==> src/common/aimg_pkg.sv <==
// Purpose: Shared constants and carriers for the record gain and input mix register bank
// Assumes: 8-bit register port, one clock
// Notes: Level codes above the last attenuation step and below the disconnect code are reserved
package aimg_pkg;
  localparam int ADDR_W = 8;
  localparam int DATA_W = 8;
  localparam int LVL_W = 4;
  localparam int GAIN_W = 7;
  localparam int NUM_ROUTES = 5;

  // Register offsets
  localparam logic [ADDR_W-1:0] OFS_RIGHT_RECORD_GAIN = 8'h10;
  localparam logic [ADDR_W-1:0] OFS_MIC_PAIR_TO_LEFT_MIX = 8'h11;
  localparam logic [ADDR_W-1:0] OFS_MIC_PAIR_TO_RIGHT_MIX = 8'h12;
  localparam logic [ADDR_W-1:0] OFS_LINE_IN_LEFT_TO_LEFT_MIX = 8'h13;

  // Field positions
  localparam int MUTE_BIT = 7;
  localparam int GAIN_MSB = 6;
  localparam int GAIN_LSB = 0;
  localparam int HI_LVL_MSB = 7;
  localparam int HI_LVL_LSB = 4;
  localparam int LO_LVL_MSB = 3;
  localparam int LO_LVL_LSB = 0;
  localparam int DIFF_BIT = 7;
  localparam int LINE_LVL_MSB = 6;
  localparam int LINE_LVL_LSB = 3;

  // Field values
  localparam logic [GAIN_W-1:0] GAIN_MAX = 7'h77;
  localparam logic [LVL_W-1:0] LVL_MAX_ATTEN = 4'h8;
  localparam logic [LVL_W-1:0] LVL_DISCONNECT = 4'hF;

  // Reset values and line input write mask
  localparam logic [DATA_W-1:0] RST_RIGHT_RECORD_GAIN = 8'h80;
  localparam logic [DATA_W-1:0] RST_MIC_PAIR = 8'hFF;
  localparam logic [DATA_W-1:0] RST_LINE_IN = 8'h78;
  localparam logic [DATA_W-1:0] LINE_IN_USED_MASK = 8'hF8;
  localparam logic [DATA_W-1:0] READ_UNMAPPED = 8'h00;

  // Route indices
  localparam int RT_MIC_L_TO_L = 0;
  localparam int RT_MIC_R_TO_L = 1;
  localparam int RT_MIC_L_TO_R = 2;
  localparam int RT_MIC_R_TO_R = 3;
  localparam int RT_LINE_L_TO_L = 4;

  typedef struct packed {
    logic en;
    logic [ADDR_W-1:0] addr;
    logic [DATA_W-1:0] data;
  } aimg_wr_t;

  typedef struct packed {
    logic en;
    logic [ADDR_W-1:0] addr;
  } aimg_rd_t;

  typedef struct packed {
    logic connect;
    logic [LVL_W-1:0] level;
  } aimg_route_t;
endpackage : aimg_pkg

==> src/logic/aimg_regs.sv <==
// Purpose: Right record amplifier mute/gain and analog input mix routing registers
// Assumes: Register port synchronous to clk; one write and one read strobe per cycle
// Notes: Routing and gain outputs decode the stored fields; reads answer one cycle later
//
// Contract
// - Right amplifier mute at bit 7, resets to 1; writing 0 un-mutes.
// - Right gain field bits 6..0, resets to zero, 0.5 dB per code step.
// - Right gain saturates at code 1110111; higher codes give the same gain.
// - Level fields attenuate 1.5 dB per step, code 0000 to code 1000.
// - Level code 1111, the reset value, disconnects the input from its mixer.
// - Valid code at bits 7..4 of left mix register connects left mic.
// - Valid code at bits 3..0 of left mix register connects right mic.
// - Bits 7..4 of right mix register route left mic to right mixer.
// - Bits 3..0 of right mix register route right mic to right mixer.
// - Line input register bit 7 selects differential; reset 0 is single-ended.
// - Line input level field at bits 6..3, resets to 1111, same encoding.
`timescale 1ns/1ps
module aimg_regs (
  // Clock and reset
  input wire logic clk,
  input wire logic rst_n,
  // Register port
  input wire aimg_pkg::aimg_wr_t reg_wr,
  input wire aimg_pkg::aimg_rd_t reg_rd,
  output logic [aimg_pkg::DATA_W-1:0] rd_data,
  output logic rd_valid,
  // Record amplifier controls
  output logic right_pga_mute,
  output logic [aimg_pkg::GAIN_W-1:0] right_pga_gain,
  // Mixer routing
  output aimg_pkg::aimg_route_t [aimg_pkg::NUM_ROUTES-1:0] route,
  output logic first_line_left_input_diff
);
  import aimg_pkg::*;

  logic [DATA_W-1:0] right_record_gain, next_right_record_gain;
  logic [DATA_W-1:0] mic_pair_to_left_mix, next_mic_pair_to_left_mix;
  logic [DATA_W-1:0] mic_pair_to_right_mix, next_mic_pair_to_right_mix;
  logic [DATA_W-1:0] line_in_left_to_left_mix, next_line_in_left_to_left_mix;
  logic [DATA_W-1:0] next_rd_data;
  logic next_rd_valid;
  logic [LVL_W-1:0] lvl [NUM_ROUTES];

  // Register writes; unmapped addresses are ignored
  always_comb begin
    next_right_record_gain = right_record_gain;
    next_mic_pair_to_left_mix = mic_pair_to_left_mix;
    next_mic_pair_to_right_mix = mic_pair_to_right_mix;
    next_line_in_left_to_left_mix = line_in_left_to_left_mix;
    if (reg_wr.en) begin
      case (reg_wr.addr)
        OFS_RIGHT_RECORD_GAIN: next_right_record_gain = reg_wr.data;
        OFS_MIC_PAIR_TO_LEFT_MIX: next_mic_pair_to_left_mix = reg_wr.data;
        OFS_MIC_PAIR_TO_RIGHT_MIX: next_mic_pair_to_right_mix = reg_wr.data;
        // Low bits belong to other controls and are not kept here
        OFS_LINE_IN_LEFT_TO_LEFT_MIX: next_line_in_left_to_left_mix = reg_wr.data & LINE_IN_USED_MASK;
        default: next_right_record_gain = right_record_gain;
      endcase
    end
  end

  always_ff @(posedge clk or negedge rst_n) begin
    if (!rst_n) begin
      right_record_gain <= RST_RIGHT_RECORD_GAIN;
      mic_pair_to_left_mix <= RST_MIC_PAIR;
      mic_pair_to_right_mix <= RST_MIC_PAIR;
      line_in_left_to_left_mix <= RST_LINE_IN;
    end else begin
      right_record_gain <= next_right_record_gain;
      mic_pair_to_left_mix <= next_mic_pair_to_left_mix;
      mic_pair_to_right_mix <= next_mic_pair_to_right_mix;
      line_in_left_to_left_mix <= next_line_in_left_to_left_mix;
    end
  end

  // Register reads; a read in the same cycle as a write returns the old value
  always_comb begin
    next_rd_valid = reg_rd.en;
    next_rd_data = rd_data;
    if (reg_rd.en) begin
      case (reg_rd.addr)
        OFS_RIGHT_RECORD_GAIN: next_rd_data = right_record_gain;
        OFS_MIC_PAIR_TO_LEFT_MIX: next_rd_data = mic_pair_to_left_mix;
        OFS_MIC_PAIR_TO_RIGHT_MIX: next_rd_data = mic_pair_to_right_mix;
        OFS_LINE_IN_LEFT_TO_LEFT_MIX: next_rd_data = line_in_left_to_left_mix;
        default: next_rd_data = READ_UNMAPPED;
      endcase
    end
  end

  always_ff @(posedge clk or negedge rst_n) begin
    if (!rst_n) begin
      rd_data <= READ_UNMAPPED;
      rd_valid <= 1'h0;
    end else begin
      rd_data <= next_rd_data;
      rd_valid <= next_rd_valid;
    end
  end

  // Amplifier controls and line input mode
  assign right_pga_mute = right_record_gain[MUTE_BIT];
  // Codes past the top step are clamped so the analog side never sees them
  assign right_pga_gain = (right_record_gain[GAIN_MSB:GAIN_LSB] > GAIN_MAX) ? GAIN_MAX
                          : right_record_gain[GAIN_MSB:GAIN_LSB];
  assign first_line_left_input_diff = line_in_left_to_left_mix[DIFF_BIT];

  // Level field selection per route
  assign lvl[RT_MIC_L_TO_L] = mic_pair_to_left_mix[HI_LVL_MSB:HI_LVL_LSB];
  assign lvl[RT_MIC_R_TO_L] = mic_pair_to_left_mix[LO_LVL_MSB:LO_LVL_LSB];
  assign lvl[RT_MIC_L_TO_R] = mic_pair_to_right_mix[HI_LVL_MSB:HI_LVL_LSB];
  assign lvl[RT_MIC_R_TO_R] = mic_pair_to_right_mix[LO_LVL_MSB:LO_LVL_LSB];
  assign lvl[RT_LINE_L_TO_L] = line_in_left_to_left_mix[LINE_LVL_MSB:LINE_LVL_LSB];

  // Reserved codes keep the input disconnected, a safe answer to a misprogram
  for (genvar g = 0; g < NUM_ROUTES; g++) begin : g_route
    always_comb begin
      route[g].connect = (lvl[g] <= LVL_MAX_ATTEN);
      route[g].level = route[g].connect ? lvl[g] : LVL_DISCONNECT;
    end
  end
endmodule : aimg_regs

==> config.mk <==
export PLATFORM = sky130hd
export DESIGN_NAME = aimg_regs
export DESIGN_NICKNAME = d
export VERILOG_FILES = /design/src/common/aimg_pkg.sv /design/src/logic/aimg_regs.sv
export SDC_FILE = /design/constraint.sdc
export NUM_CORES = 1
export LEC_CHECK = 0
export BUFFER_PORTS_ARGS = -buffer_cell sky130_fd_sc_hd__buf_4
export CAP_MARGIN = 20
export CELL_PAD_IN_SITES_DETAIL_PLACEMENT = 1
export CELL_PAD_IN_SITES_GLOBAL_PLACEMENT = 1
export CORE_MARGIN = 1.5
export CORE_UTILIZATION = 35
export DETAILED_ROUTE_END_ITERATION = 10
export PLACE_DENSITY = 0.77
export SYNTH_ARGS = -nofsm -noshare
export SYNTH_HDL_FRONTEND = slang
export SYNTH_SLANG_ARGS = --single-unit
==> constraint.sdc <==
create_clock -name clk -period 2.5 [get_ports clk]
set_clock_uncertainty 0.2 [all_clocks]
set_input_delay 0.25 -clock clk [delete_from_list [all_inputs] [get_ports clk]]
set_output_delay 0.25 -clock clk [all_outputs]
set_load 0.01 [all_outputs]
==> results.toml, run 1 <==
[status]
status = "finished clean"

[synth]
synth_cells = 148
synth-compound-area-share = 0.0553
synth_seq_cells = 38
syn_area_um2 = 1940
syn_avg_cell_area_um2 = 13.1
synthAdderAreaFrac = 0
seq_area_frac_synth = 0.503
synthSimpleGateAreaFrac = 0.131
yosysMostFrequentCell = "dfstp_2"
synth_area_leaders = "dfstp_2 (28%), dfrtp_1 (22%), mux2_4 (10%)"
synth-edff-count = 0
yosysUniqueCellTypes = 28
async_flop_share = 1.00
synth_nets = 176
synth.area.mux_share = 0.266
synth_top_area_share = 0.284
synth_top_family_by_area = "multiplexers"
synth_warnings = 0
synthFlopType = "dfstp_2"
yosysTopAreaCell = "dfstp_2"
synth-xor-area-share = 0
synth_commonest_cells = "dfstp_2 (21), nand2b_1 (18), dfrtp_1 (17)"

[worst_setup_path]
crit_required_ns = 2.05
r2r_slack_ns = 1.08
critPathArrivalTime_ns = 1.49
cp_max_fo = 4
endpoint_kind = "primary output"
critPathKind = "reg2out"
start_kind = "register"

[clock_tree]
clk_pin_slew_ns = 0.07
numCtsBuffers = 5
hold_buffers = 2
cts-htree-levels = 2
ctsResizeCount = 0
cts_tree = "yes"
cts.sinks = 38
postCtsSetupBuffers = 0
cts_root_buffer = "clkbuf_8"
clk_path_buf_depth = 2
insertion_delay_ns = 0.28

[route]
routed_wl_um = 4880
drt-pass1-iter-count = 4
wl_per_cell_um = 17.0
viasPerCell = 4.94
drt_first_iter_violations = 77
vias = 1418
drt.antenna.violating_nets = 0
drc = 0

[timing]
timing.final.crit_share = 0.777
finalMaxSlewViolations = 0
max_freq_mhz = 515
tightest_slew_ns = 0.709
fin_setup_tns_ns = 0
rsz0062_at_grt = "false"
hold_violations = 0
setup_violations = 0
fin_crit_ns = 1.94
relSlewSlack = 0.527

[power]
worst_ir_drop_vdd_v = 0.000221
p_leak_nw = 1.31
cellInternalPower_mw = 0.954
powerDensity_nw_per_um2 = 481
clockPowerShare = 0.313
p_comb_frac = 0.147
p_switching_mw = 0.304
sequentialPowerShare = 0.540
sw_frac_of_total = 0.241

[global_routing]
grt_pass1_vias = 1544
grt_start_max_net_pins = 39
grt_overflow_total = 0
antenna_found_initial = 0
track_usage = 0.171
grt_pass1_wl_um = 7920

[die]
row_count = 26
io_pins = 71
start_util = 0.371
die_w_um = 77.5
die-area_um2 = 6010
placeableCoreArea_um2 = 5240
die_h_um = 77.5

[layout]
n_fill_cell = 575
finalInstanceArea_um2 = 2620
multi_input_area_um2 = 880
seqCellArea_um2 = 977
drive_gt1_frac = 0.622
area_growth_pct = 34.5
finish.net_count = 245
antenna-diode-count = 0

[placed_design]
port_buffers = 70
place_hpwl_um = 3700
dpl-instance-area_um2 = 2520
place_congestion = 0.728

[job]
cap_violations = 0

[hold_path]
min_path_type = "in2reg"
==> flip-flops by register name (all words and copies together), names as in the netlist <==
signal and count:
right_record_gain 8, line_in_left_to_left_mix 5, mic_pair_to_right_mix 8, rd_valid 1
mic_pair_to_left_mix 8, rd_data 8
==> layout make-up <==
type,count,area share
inverter,9,0.0129
clock buffer,7,0.0292
sequential,38,0.374
tap,70,0.0335
timing repair buffer,74,0.214
multi-input combinational,89,0.336
==> placed cells by master (no fill, tap or decap), drive strengths merged, types with 5 or more instances in the layout <==
| master | n |
|---|---|
| buf | 72 |
| clkbuf | 7 |
| dfrtp | 17 |
| dfstp | 21 |
| inv | 9 |
| mux2 | 29 |
| mux4 | 5 |
| nand2b | 18 |
| nand3 | 5 |
| o21ai | 5 |
| o31ai | 5 |
==> stage by stage <==
stage	util	hold WS, ns	total power [mW]	setup WS, ns	std cells
3_5_place_dp	0.481	0.0410	0.874	0.320	278
5_1_grt	0.499	0.00935	1.31	0.458	287
3_3_place_gp	0.481	0.0372	0.870	0.340	278
2_1_floorplan	-	-0.246	0.763	0.565	148
6_report	0.499	0.0182	1.26	0.557	287
4_1_cts	0.499	0.00944	1.27	0.539	287
==> worst paths after layout <==
check | start | to | cells after the start
setup reg to reg | right_record_gain[4]$_DFFE_PN0P_ | rd_data[4]$_DFFE_PN0P_ | 3
max in group asynchronous | rst_n | mic_pair_to_left_mix[6]$_DFFE_PN1P_ | 2
hold / removal | reg_wr[1] | mic_pair_to_right_mix[1]$_DFFE_PN1P_ | 2
hold reg to reg | rd_data[5]$_DFFE_PN0P_ | rd_data[5]$_DFFE_PN0P_ | 2
setup / recovery | line_in_left_to_left_mix[3]$_DFFE_PN1P_ | route[20] | 3
min in group asynchronous | rst_n | right_record_gain[4]$_DFFE_PN0P_ | 2
==> logic make-up (layout without fill, tap and decap cells) <==
| logic type | Yosys count | count (layout) |
|---|---|---|
| compound gates | 16 | 16 |
| buf+inv | 21 | 90 |
| flops | 38 | 38 |
| simple gates | 36 | 36 |
| mux | 37 | 37 |
==> per-layer routing <==
metal  vias to the layer above  global-route usage  share of wire
met1                       714               0.212           0.45
met4                         0              0.0327         0.0043
li1                        662                   -              -
met5                         -                   0              0
met2                        40               0.298           0.50
met3                         2              0.0459          0.039
==> power by group through the flow <==
stage / sequential, mW / clock [mW] / combinational, mW
after global placement: 0.688 / 0 / 0.182
final: 0.679 / 0.394 / 0.185
after floorplan: 0.678 / 0 / 0.0851
after CTS: 0.679 / 0.403 / 0.189
after detailed placement: 0.689 / 0 / 0.186
after global routing: 0.682 / 0.430 / 0.200
==> critical path, cell delays in order, from the launching register on <==
cell,delay [ns]
dfstp_2,0.40
o31ai_1,0.54
nand2b_1,0.12
buf_4,0.16
No activity file was read; power rests on OpenSTA's default activity.
==> run 2, diff against run 1 <==
==> constraint.sdc (replaced) <==
create_clock -name clk -period 1.8 [get_ports clk]
set_clock_uncertainty 0.2 [all_clocks]
set_input_delay 0.18 -clock clk [delete_from_list [all_inputs] [get_ports clk]]
set_output_delay 0.18 -clock clk [all_outputs]
set_load 0.01 [all_outputs]
==> results.toml, run 2 (same netlist as run 1, synthesis figures left out) <==
[global_routing]
grt_pass1_wl_um = 8670
grt_start_max_net_pins = 39
grt_pass1_vias = 1621
track_usage = 0.191
grt_overflow_total = 0
antenna_found_initial = 0

[timing]
hold_violations = 0
rsz0062_at_grt = "false"
relSlewSlack = 0.675
setup_violations = 0
fin_crit_ns = 1.73
finalMaxSlewViolations = 0
setup_ws_ns = 0.0707
timing.final.crit_share = 0.961
tightest_slew_ns = 0.488
fin_setup_tns_ns = 0
whs_ns = 0.0999
max_freq_mhz = 578

[placed_design]
dpl-instance-area_um2 = 2570
place_hpwl_um = 3860
placed_cells = 283
port_buffers = 70
place_congestion = 0.737
post-place-ws_ns = -0.221

[route]
vias = 1512
drt_first_iter_violations = 63
routed_wl_um = 5360
route.met3.wl_um = 220
drt.antenna.violating_nets = 0
drt-met1-wl_um = 2190
wl_met2_um = 2830
top_layer = "met4"
drc = 0
wl_per_cell_um = 17.8
viasPerCell = 5.02
drt-pass1-iter-count = 4

[clock_tree]
cts_root_buffer = "clkbuf_8"
cts-htree-levels = 2
clk_pin_slew_ns = 0.08
cts.sinks = 38
clk_path_buf_depth = 2
numCtsBuffers = 5
cts_tree = "yes"
insertion_delay_ns = 0.30

[power]
power_mw = 1.92
worst_ir_drop_vdd_v = 0.000395
powerDensity_nw_per_um2 = 684
p_leak_nw = 1.36

[die]
row_count = 26
die_w_um = 77.5
placeableCoreArea_um2 = 5240
die_h_um = 77.5
start_util = 0.371
io_pins = 71
die-area_um2 = 6010

[layout]
finish.net_count = 258
area_growth_pct = 44.2
finalInstanceArea_um2 = 2800
antenna-diode-count = 0
stdcell_count = 301
layout_common_cells = "buf_4 (76), dfstp_2 (21), nand2b_1 (18)"
drive_gt1_frac = 0.641
final_common_cell = "buf_4"
fin_util = 0.535

[worst_setup_path]
cp.buffers_inverters = 1
worst_path_max_delay_cell = "dfstp_2"
endpoint_kind = "primary output"
crit_required_ns = 1.42
path_cells = "o31ai_2, nand2b_1, buf_4"
cp_max_fo = 4
r2r_slack_ns = 0.39
start_kind = "register"
critPathArrivalTime_ns = 1.35
cpPeakStageDelay_ns = 0.39
critPathKind = "reg2out"
crit_family = "flip-flops"

[hold_path]
min_path_type = "in2reg"

[status]
status = "finished clean"

[job]
cap_violations = 0
run 2: changes by cell type in the layout (fill, tap and decap cells not counted), sizes merged:
cell and change:
buf +5, clkbuf +1, dlygate4sd3 +8
run 2: timing repair:
item / in CTS / in global routing
resized for setup: 4 / 1
endpoints found under the hold margin: 61 / 0
buffers inserted: 0 / 0
hold buffers: 10 / 0
gates cloned: 0 / 0
endpoints found under the setup margin: 9 / 3
run 2: final cells by class:
type	count	area [µm²]
clock buffers	8	110
fillers	552	2430
well taps	70	87.6
inverters	9	33.8
repair buffers	87	691
multi-input cells	89	905
flip-flops and latches	38	977
run 2: where the power goes:
part	leakage, nW	switching (mW)	internal, mW
clock network	0.0575	0.302	0.387
logic	0.856	0.115	0.167
registers	0.451	0.0409	0.906
total	1.36	0.458	1.46
run 2: final timing paths:
kind	start	endpoint	depth (start not counted)
setup / recovery	mic_pair_to_left_mix[6]$_DFFE_PN1P_	route[0]	3
hold / removal	reg_rd[6]	rd_data[7]$_DFFE_PN0P_	5
setup reg to reg	right_record_gain[5]$_DFFE_PN0P_	rd_data[5]$_DFFE_PN0P_	3
hold reg to reg	rd_data[4]$_DFFE_PN0P_	rd_data[4]$_DFFE_PN0P_	2
max in group asynchronous	rst_n	mic_pair_to_left_mix[1]$_DFFE_PN1P_	2
min in group asynchronous	rst_n	right_record_gain[6]$_DFFE_PN0P_	2
run 2: worst min-delay path: cells and delay by family:
kind / cells / cell delay, ns
buffers and inverters: 2 / 0.22
AO/OA/AOI/OAI: 1 / 0.06
AND/OR/NAND/NOR: 2 / 0.10
run 2: per-layer routing:
layer / up-vias / GRT usage
met5: - / 0
met2: 44 / 0.332
met1: 773 / 0.233
met3: 10 / 0.0424
met4: 0 / 0.0673
li1: 685 / -
